<file path="config.mk">
export PLATFORM = sky130hd
export DESIGN_NAME = cmt_timer
export DESIGN_NICKNAME = d
export VERILOG_FILES = /design/src/logic/cmt_timer.v /design/src/logic/cmt_prescaler.v /design/src/logic/cmt_avalon_slave.v
export VERILOG_INCLUDE_DIRS = /design/src /design/src/logic
export SDC_FILE = /design/constraint.sdc
export NUM_CORES = 1
export LEC_CHECK = 0
export BUFFER_PORTS_ARGS = -buffer_cell sky130_fd_sc_hd__buf_4
export CELL_PAD_IN_SITES_DETAIL_PLACEMENT = 0
export CELL_PAD_IN_SITES_GLOBAL_PLACEMENT = 1
export CORE_MARGIN = 5
export CORE_UTILIZATION = 48
export CTS_CLUSTER_DIAMETER = 80
export CTS_CLUSTER_SIZE = 20
export DETAILED_ROUTE_END_ITERATION = 16
export PLACE_DENSITY = 0.91
export SYNTH_ARGS = -nofsm -noshare
export SYNTH_HDL_FRONTEND = slang
export SYNTH_SLANG_ARGS = --single-unit
</file>
<file path="constraint.sdc">
create_clock -name mclk -period 4.23 [get_ports mclk]
set_clock_uncertainty 0.2 [all_clocks]
set_input_delay 0.2115 -clock mclk [delete_from_list [all_inputs] [get_ports mclk]]
set_output_delay 0.2115 -clock mclk [all_outputs]
set_load 0.05 [all_outputs]
</file>
<file path="src/logic/cmt_defines.vh">
// Register map, field positions, reset values and prescaler ratios of the match timer
`ifndef CMT_DEFINES_VH
`define CMT_DEFINES_VH

`define CMT_ADDR_W 4
`define CMT_OFS_START 4'h0
`define CMT_OFS_CTRL 4'h1
`define CMT_OFS_COUNTER 4'h2
`define CMT_OFS_CONSTANT 4'h3
`define CMT_OFS_IRQ_STATUS 4'h4
`define CMT_OFS_IRQ_MASK 4'h5

`define CMT_BIT_START 0
`define CMT_BIT_CKS_LO 0
`define CMT_BIT_CKS_HI 1
`define CMT_BIT_FLAG 7
`define CMT_BIT_EV_MATCH 0

`define CMT_COUNTER_RST 16'h0000
`define CMT_CONSTANT_RST 16'hFFFF
`define CMT_ZERO16 16'h0000
`define CMT_ONE16 16'h0001

`define CMT_DIV0 8
`define CMT_DIV1 32
`define CMT_DIV2 128
`define CMT_DIV3 512
`define CMT_DIV_W 10

`define CMT_UNMAPPED_DATA 32'h0000_0000

`endif

</file>
<file path="src/logic/cmt_timer.v">
// Compare-match interval timer channel with Avalon-MM registers and interrupt
//
// Implementation choices: the Avalon-MM register port and the address map.
`timescale 1ns/1ps
`include "cmt_defines.vh"
module cmt_timer #(
  parameter CW = 16
) (
  // Clock and reset
  input wire mclk,
  input wire rst_n,
  // Avalon-MM slave
  input wire [`CMT_ADDR_W-1:0] avs_address,
  input wire avs_read,
  input wire avs_write,
  input wire [31:0] avs_writedata,
  input wire [3:0] avs_byteenable,
  output wire [31:0] avs_readdata,
  output wire avs_waitrequest,
  // Interrupt and event
  output reg irq,
  output reg match_pulse
);
  wire wr_stb;
  wire rd_stb;
  wire [`CMT_ADDR_W-1:0] reg_addr;
  wire [31:0] reg_wdata;
  wire [3:0] reg_be;
  reg [31:0] reg_rdata;

  // Control state
  reg count_start_bit_q;
  reg count_start_bit_d;
  reg clock_select_lo_q;
  reg clock_select_lo_d;
  reg clock_select_hi_q;
  reg clock_select_hi_d;
  reg irq_mask_q;
  reg irq_mask_d;

  // Timer state
  reg [CW-1:0] match_counter_q;
  reg [CW-1:0] match_counter_d;
  reg [CW-1:0] match_constant_q;
  reg [CW-1:0] match_constant_d;

  // Event state
  reg match_flag_q;
  reg match_flag_d;
  reg irq_status_q;
  reg irq_status_d;
  reg irq_d;
  reg match_pulse_d;

  // Count clock selection and compare
  wire [3:0] ticks;
  reg sel_tick;
  wire count_step;
  wire match;
  wire match_ev;

  // Register write decode
  wire lane0;
  wire lane1;
  reg wr_start;
  reg wr_ctrl;
  reg wr_cnt;
  reg wr_cor;
  reg wr_ist;
  reg wr_imask;

  cmt_avalon_slave #(
    .AW(`CMT_ADDR_W)
  ) u_bus (
    .mclk(mclk),
    .rst_n(rst_n),
    .avs_address(avs_address),
    .avs_read(avs_read),
    .avs_write(avs_write),
    .avs_writedata(avs_writedata),
    .avs_byteenable(avs_byteenable),
    .avs_readdata(avs_readdata),
    .avs_waitrequest(avs_waitrequest),
    .wr_stb(wr_stb),
    .rd_stb(),
    .reg_addr(reg_addr),
    .reg_wdata(reg_wdata),
    .reg_be(reg_be),
    .reg_rdata(reg_rdata)
  );

  // Four internal count clocks
  cmt_prescaler #(
    .DIV(`CMT_DIV0),
    .W(`CMT_DIV_W)
  ) u_pre0 (
    .mclk(mclk),
    .rst_n(rst_n),
    .tick(ticks[0])
  );

  cmt_prescaler #(
    .DIV(`CMT_DIV1),
    .W(`CMT_DIV_W)
  ) u_pre1 (
    .mclk(mclk),
    .rst_n(rst_n),
    .tick(ticks[1])
  );

  cmt_prescaler #(
    .DIV(`CMT_DIV2),
    .W(`CMT_DIV_W)
  ) u_pre2 (
    .mclk(mclk),
    .rst_n(rst_n),
    .tick(ticks[2])
  );

  cmt_prescaler #(
    .DIV(`CMT_DIV3),
    .W(`CMT_DIV_W)
  ) u_pre3 (
    .mclk(mclk),
    .rst_n(rst_n),
    .tick(ticks[3])
  );

  always @*
  begin
    case ({clock_select_hi_q, clock_select_lo_q})
      2'h0: sel_tick = ticks[0];
      2'h1: sel_tick = ticks[1];
      2'h2: sel_tick = ticks[2];
      default: sel_tick = ticks[3];
    endcase
  end

  // Byte lanes
  assign lane0 = reg_be[0];
  assign lane1 = reg_be[1];

  // Write strobes; single-byte registers need lane 0
  always @*
  begin
    wr_start = 1'b0;
    wr_ctrl = 1'b0;
    wr_cnt = 1'b0;
    wr_cor = 1'b0;
    wr_ist = 1'b0;
    wr_imask = 1'b0;
    if (wr_stb)
    begin
      if (reg_addr == `CMT_OFS_START)
        wr_start = lane0;
      else if (reg_addr == `CMT_OFS_CTRL)
        wr_ctrl = lane0;
      else if (reg_addr == `CMT_OFS_COUNTER)
        wr_cnt = 1'b1;
      else if (reg_addr == `CMT_OFS_CONSTANT)
        wr_cor = 1'b1;
      else if (reg_addr == `CMT_OFS_IRQ_STATUS)
        wr_ist = lane0;
      else if (reg_addr == `CMT_OFS_IRQ_MASK)
        wr_imask = lane0;
    end
  end

  // Start bit
  always @*
  begin
    count_start_bit_d = count_start_bit_q;
    if (wr_start)
      count_start_bit_d = reg_wdata[`CMT_BIT_START];
  end

  always @(posedge mclk or negedge rst_n)
  begin
    if (!rst_n)
      count_start_bit_q <= 1'b0;
    else
      count_start_bit_q <= count_start_bit_d;
  end

  // Count clock select
  always @*
  begin
    clock_select_lo_d = clock_select_lo_q;
    clock_select_hi_d = clock_select_hi_q;
    if (wr_ctrl)
    begin
      clock_select_lo_d = reg_wdata[`CMT_BIT_CKS_LO];
      clock_select_hi_d = reg_wdata[`CMT_BIT_CKS_HI];
    end
  end

  always @(posedge mclk or negedge rst_n)
  begin
    if (!rst_n)
    begin
      clock_select_lo_q <= 1'b0;
      clock_select_hi_q <= 1'b0;
    end
    else
    begin
      clock_select_lo_q <= clock_select_lo_d;
      clock_select_hi_q <= clock_select_hi_d;
    end
  end

  // Interrupt mask
  always @*
  begin
    irq_mask_d = irq_mask_q;
    if (wr_imask)
      irq_mask_d = reg_wdata[`CMT_BIT_EV_MATCH];
  end

  always @(posedge mclk or negedge rst_n)
  begin
    if (!rst_n)
      irq_mask_q <= 1'b0;
    else
      irq_mask_q <= irq_mask_d;
  end

  // One count step per selected tick while started
  assign count_step = count_start_bit_q & sel_tick;
  assign match = (match_counter_q == match_constant_q);
  // A counter write wins over counting and drops the match of that cycle
  assign match_ev = count_step & match & ~wr_cnt;

  // Counter
  always @*
  begin
    match_counter_d = match_counter_q;
    if (wr_cnt)
    begin
      if (lane0)
        match_counter_d[7:0] = reg_wdata[7:0];
      if (lane1)
        match_counter_d[15:8] = reg_wdata[15:8];
    end
    else if (count_step)
    begin
      if (match)
        match_counter_d = `CMT_ZERO16;
      else
        match_counter_d = match_counter_q + `CMT_ONE16;
    end
  end

  always @(posedge mclk or negedge rst_n)
  begin
    if (!rst_n)
      match_counter_q <= `CMT_COUNTER_RST;
    else
      match_counter_q <= match_counter_d;
  end

  // Constant register
  always @*
  begin
    match_constant_d = match_constant_q;
    if (wr_cor)
    begin
      if (lane0)
        match_constant_d[7:0] = reg_wdata[7:0];
      if (lane1)
        match_constant_d[15:8] = reg_wdata[15:8];
    end
  end

  always @(posedge mclk or negedge rst_n)
  begin
    if (!rst_n)
      match_constant_q <= `CMT_CONSTANT_RST;
    else
      match_constant_q <= match_constant_d;
  end

  // Match flag: setting beats the software clear
  always @*
  begin
    match_flag_d = match_flag_q;
    if (match_ev)
      match_flag_d = 1'b1;
    else if (wr_ctrl & ~reg_wdata[`CMT_BIT_FLAG])
      match_flag_d = 1'b0;
  end

  always @(posedge mclk or negedge rst_n)
  begin
    if (!rst_n)
      match_flag_q <= 1'b0;
    else
      match_flag_q <= match_flag_d;
  end

  // Sticky status: setting beats the write-one clear
  always @*
  begin
    irq_status_d = irq_status_q;
    if (match_ev)
      irq_status_d = 1'b1;
    else if (wr_ist & reg_wdata[`CMT_BIT_EV_MATCH])
      irq_status_d = 1'b0;
  end

  always @(posedge mclk or negedge rst_n)
  begin
    if (!rst_n)
      irq_status_q <= 1'b0;
    else
      irq_status_q <= irq_status_d;
  end

  // Level interrupt and event pulse, both straight from flops
  always @*
  begin
    irq_d = irq_status_d & irq_mask_d;
    match_pulse_d = match_ev;
  end

  always @(posedge mclk or negedge rst_n)
  begin
    if (!rst_n)
    begin
      irq <= 1'b0;
      match_pulse <= 1'b0;
    end
    else
    begin
      irq <= irq_d;
      match_pulse <= match_pulse_d;
    end
  end

  // Read mux; unmapped reads return zero
  always @*
  begin
    reg_rdata = `CMT_UNMAPPED_DATA;
    if (reg_addr == `CMT_OFS_START)
      reg_rdata[`CMT_BIT_START] = count_start_bit_q;
    else if (reg_addr == `CMT_OFS_CTRL)
    begin
      reg_rdata[`CMT_BIT_CKS_LO] = clock_select_lo_q;
      reg_rdata[`CMT_BIT_CKS_HI] = clock_select_hi_q;
      reg_rdata[`CMT_BIT_FLAG] = match_flag_q;
    end
    else if (reg_addr == `CMT_OFS_COUNTER)
      reg_rdata[15:0] = match_counter_q;
    else if (reg_addr == `CMT_OFS_CONSTANT)
      reg_rdata[15:0] = match_constant_q;
    else if (reg_addr == `CMT_OFS_IRQ_STATUS)
      reg_rdata[`CMT_BIT_EV_MATCH] = irq_status_q;
    else if (reg_addr == `CMT_OFS_IRQ_MASK)
      reg_rdata[`CMT_BIT_EV_MATCH] = irq_mask_q;
  end
endmodule // cmt_timer

</file>
<file path="src/logic/cmt_prescaler.v">
// Free-running divider that emits a one-cycle enable every DIV clocks
`timescale 1ns/1ps
`include "cmt_defines.vh"
module cmt_prescaler #(
  parameter DIV = `CMT_DIV0,
  parameter W = `CMT_DIV_W
) (
  // Clock and reset
  input wire mclk,
  input wire rst_n,
  // Enable pulse out
  output reg tick
);
  localparam [31:0] LAST_FULL = DIV - 1;
  localparam [W-1:0] LAST = LAST_FULL[W-1:0];
  reg [W-1:0] cnt_q;

  always @(posedge mclk or negedge rst_n)
  begin
    if (!rst_n)
    begin
      cnt_q <= {W{1'b0}};
      tick <= 1'b0;
    end
    else
    begin
      tick <= (cnt_q == LAST);
      if (cnt_q == LAST)
        cnt_q <= {W{1'b0}};
      else
        cnt_q <= cnt_q + {{(W-1){1'b0}}, 1'b1};
    end
  end
endmodule // cmt_prescaler

</file>
<file path="src/logic/cmt_avalon_slave.v">
// Avalon-MM slave front end: one-cycle waitrequest, registered read data
`timescale 1ns/1ps
`include "cmt_defines.vh"
module cmt_avalon_slave #(
  parameter AW = `CMT_ADDR_W
) (
  // Clock and reset
  input wire mclk,
  input wire rst_n,
  // Avalon-MM side
  input wire [AW-1:0] avs_address,
  input wire avs_read,
  input wire avs_write,
  input wire [31:0] avs_writedata,
  input wire [3:0] avs_byteenable,
  output reg [31:0] avs_readdata,
  output wire avs_waitrequest,
  // Register file side
  output wire wr_stb,
  output wire rd_stb,
  output wire [AW-1:0] reg_addr,
  output wire [31:0] reg_wdata,
  output wire [3:0] reg_be,
  input wire [31:0] reg_rdata
);
  reg wait_q;
  wire req;
  wire ack;

  // Waitrequest is a flop: high while idle, low in the second cycle of a request
  assign req = avs_read | avs_write;
  assign ack = ~wait_q;
  assign avs_waitrequest = wait_q;
  assign wr_stb = avs_write & ack;
  assign rd_stb = avs_read & ack;
  assign reg_addr = avs_address;
  assign reg_wdata = avs_writedata;
  assign reg_be = avs_byteenable;

  always @(posedge mclk or negedge rst_n)
  begin
    if (!rst_n)
    begin
      wait_q <= 1'b1;
      avs_readdata <= `CMT_UNMAPPED_DATA;
    end
    else
    begin
      wait_q <= ~(req & wait_q);
      // Captured in the first cycle, stands at the completing edge
      if (avs_read & wait_q)
        avs_readdata <= reg_rdata;
    end
  end
endmodule // cmt_avalon_slave

</file>
==> flow_metrics.env <==
export IMPL_status="finished clean"
export IMPL_critPathCaptureType="flip-flop"
export IMPL_synthArstFlopShare_pct=100
export IMPL_vdd_ir_drop_max_v=0.000245
export IMPL_antenna_left=0
export IMPL_synth_top_area_cell="dfrtp_1"
export IMPL_synth_cell_types=53
export IMPL_synthTopCellsByArea="dfrtp_1, dfstp_2, xnor2_1"
export IMPL_drtIter0Drc=275
export IMPL_post_cts_buffers=0
export IMPL_maxSlewHeadroom_pct=44.3
export IMPL_min_period_over_period_pct=65.6
export IMPL_wire_per_inst_um=16.4
export IMPL_grt_use_total_pct=18.2
export IMPL_drt_drc_violations_left=0
export IMPL_power_leakage_nw=2.56
export IMPL_syn_area_per_cell_um2=10.6
export IMPL_synth_cells=476
export IMPL_ys_seq_area_share_pct=50.6
export IMPL_drt_pass1_iter_count=5
export IMPL_grt_overflow_total=0
export IMPL_die_height_um=112
export IMPL_criticalPathCategory="in2reg"
export IMPL_r2r_start="match_counter_q[7]$_DFFE_PN0P_"
export IMPL_dieArea_mm2=0.0126
export IMPL_core_area_mm2=0.0103
export IMPL_grt_pass1_vias=3814
export IMPL_cts_tree="yes"
export IMPL_worst_pin_slew_ps=828
export IMPL_clock_latency_ps=370
export IMPL_die_x_um=112
export IMPL_synth_edff_count=0
export IMPL_gp_congestion=0.807
export IMPL_layout_drive_gt1_share_pct=20.6
export IMPL_final_hold_viol_count=0
export IMPL_num_rows=37
export IMPL_fmax_mhz=360
export IMPL_maxCapViolations=0
export IMPL_root_buffer="clkbuf_8"
export IMPL_crit_start="avs_address[3]"
export IMPL_port_buffers=44
export IMPL_synth_flop_cell="dfrtp_1"
export IMPL_holdCritStartpoint="avs_address[2]"
export IMPL_htreeDepth=3
export IMPL_areaGrowthSynthToFinish_pct=15.7
export IMPL_numCtsBuffers=9
export IMPL_grt_first_pass_wirelength_mm=18.7
export IMPL_critical_path_peak_fanout=18
export IMPL_clock_tree_buffer_depth=2
export IMPL_crit_required_ps=4320
export IMPL_cts_sinks=101
export IMPL_fin_nets=579
export IMPL_antenna_found_initial=0
export IMPL_fin_crit_ps=2780
export IMPL_netlist_area_leader_share_pct=41.8
export IMPL_grt_max_degree=67
export IMPL_finalWirelength_mm=11.0
export IMPL_final_util_pct=56.7
export IMPL_cts_clk_slew_worst_paths_ps=100
export IMPL_setup_viol=0
export IMPL_critPathLaunchType="input port"
export IMPL_avgViaCountPerCell=5.53
export IMPL_hpwl_mm=7.90
export IMPL_num_vias=3713
export IMPL_io_pins=79
export IMPL_ys_seq_elements=101
export IMPL_syn_area_mm2=0.00503
export IMPL_worstHoldPathType="in2reg"
export IMPL_synth_warnings=0
export IMPL_finalSetupTns_ps=0
export IMPL_diodes=0
export IMPL_cp_arrival_ps=2860
export IMPL_powerDensity_mw_per_mm2=371
export IMPL_slew_viol_final=0
export IMPL_start_util_pct=49.0
export IMPL_rsz0062_at_grt="no"
==> per-stage QoR <==
stage               cell area [um2]  total power [mW]  hold slack (ps)  worst slack, ps  std cells
CTS                            5820              2.18             13.9             1490        671
global route                   5820              2.26             57.8             1290        671
floorplan                      5090              1.39             -284             2220        491
global placement               5400              1.51              151             1600        634
finish                         5820              2.16             29.7             1450        671
detailed placement             5400              1.52              158             1570        634
==> metal layers <==
| metal | vias up | share of wire, % | GRT usage, % |
|---|---|---|---|
| li1 | 1778 | - | - |
| met1 | 1842 | 43 | 23.4 |
| met2 | 80 | 51 | 31.3 |
| met3 | 13 | 4.2 | 4.04 |
| met4 | 0 | 1.3 | 4.97 |
| met5 | - | 0 | 0 |
==> cells in the mapped netlist (11+ instances only) <==
library cell  instances
a21oi_1              21
a22oi_1              15
and3_1               11
buf_4                16
clkbuf_1             21
dfrtp_1              84
dfstp_2              17
mux2_2               22
nand2_1              25
nand3_1              33
nand4_1              12
nor2_1               40
o21ai_0              13
o2bb2ai_1            13
xnor2_1              36
xor2_1               11
==> final cells by class <==
class / count / area (um2)
fill: 915 / 4450
clock inverter: 2 / 38.8
multi-input combinational: 342 / 2300
sequential: 101 / 2550
inverter: 7 / 26.3
timing repair buffer: 69 / 571
clock buffer: 14 / 173
tap: 136 / 170
==> critical path: stages <==
cell           delay [ps]
dlygate4sd3_1         550
buf_4                 170
or4b_4                510
nor3_4                540
a21o_1                390
a21bo_2               320
o2bb2ai_1             160
==> final timing paths <==
| kind | endpoint | slack (ps) | depth (start not counted) |
|---|---|---|---|
| hold reg to reg | u_pre0.cnt_q[0]$_DFF_PN0_ | 260 | 1 |
| max in group asynchronous | match_constant_q[1]$_DFFE_PN1P_ | 2560 | 3 |
| setup / recovery | match_counter_q[3]$_DFFE_PN0P_ | 1450 | 7 |
| setup reg to reg | match_counter_q[5]$_DFFE_PN0P_ | 1710 | 6 |
| hold / removal | u_bus.avs_readdata[7]$_DFFE_PN0P_ | 30 | 4 |
| min in group asynchronous | match_counter_q[8]$_DFFE_PN0P_ | 290 | 2 |
==> cell usage in the layout (no fill, tap or decap), types with 4 or more instances in the layout <==
cell type and n:
a21oi_1 21, nor2_1 40, clkbuf_8 12, conb_1 16
and2_1 5, nor2b_1 7, dfstp_2 17, a22oi_1 15
nor3_1 7, o21ai_0 13, o2bb2ai_1 13, nand4_1 12
buf_4 48, dfrtp_1 84, and3_1 11, ha_1 5
nor4_1 5, o31ai_1 4, xor2_1 11, mux2_2 22
inv_1 7, xnor2_1 36, dlygate4sd3_1 21, nand3_1 33
nand2_1 25
==> sequential cells by signal, indices dropped and copies added (netlist names), 10 cells and up <==
signal              cells
u_pre2.cnt_q           10
u_bus.avs_readdata     16
u_pre0.cnt_q           10
u_pre1.cnt_q           10
match_constant_q       16
match_counter_q        16
u_pre3.cnt_q           10
==> power breakdown <==
group | switching, mW | leakage, nW | internal, mW
Combinational | 0.247 | 1.21 | 0.154
Sequential | 0.0665 | 1.24 | 1.05
Clock | 0.317 | 0.107 | 0.325
==> what timing repair did <==
| item | 4_1_cts | 5_1_grt |
|---|---|---|
| hold buffers | 21 | 0 |
| hold endpoints to repair | 87 | 0 |
| gates resized for setup | 0 | 0 |
==> cells by family (layout without fill, tap and decap cells) <==
| logic type | count (synthesis) | count (layout) | synth area share, % |
|---|---|---|---|
| compound gates | 90 | 90 | 12.7 |
| xor+xnor | 47 | 47 | 8.18 |
| fa+ha+maj | 5 | 5 | 1.24 |
| buf+inv | 48 | 92 | 5.00 |
| flops | 101 | 101 | 50.6 |
| mux | 23 | 23 | 5.37 |
| other cells | 1 | 16 | 0.0745 |
| simple gates | 161 | 161 | 16.8 |
Power figures use the tool's default switching activity.
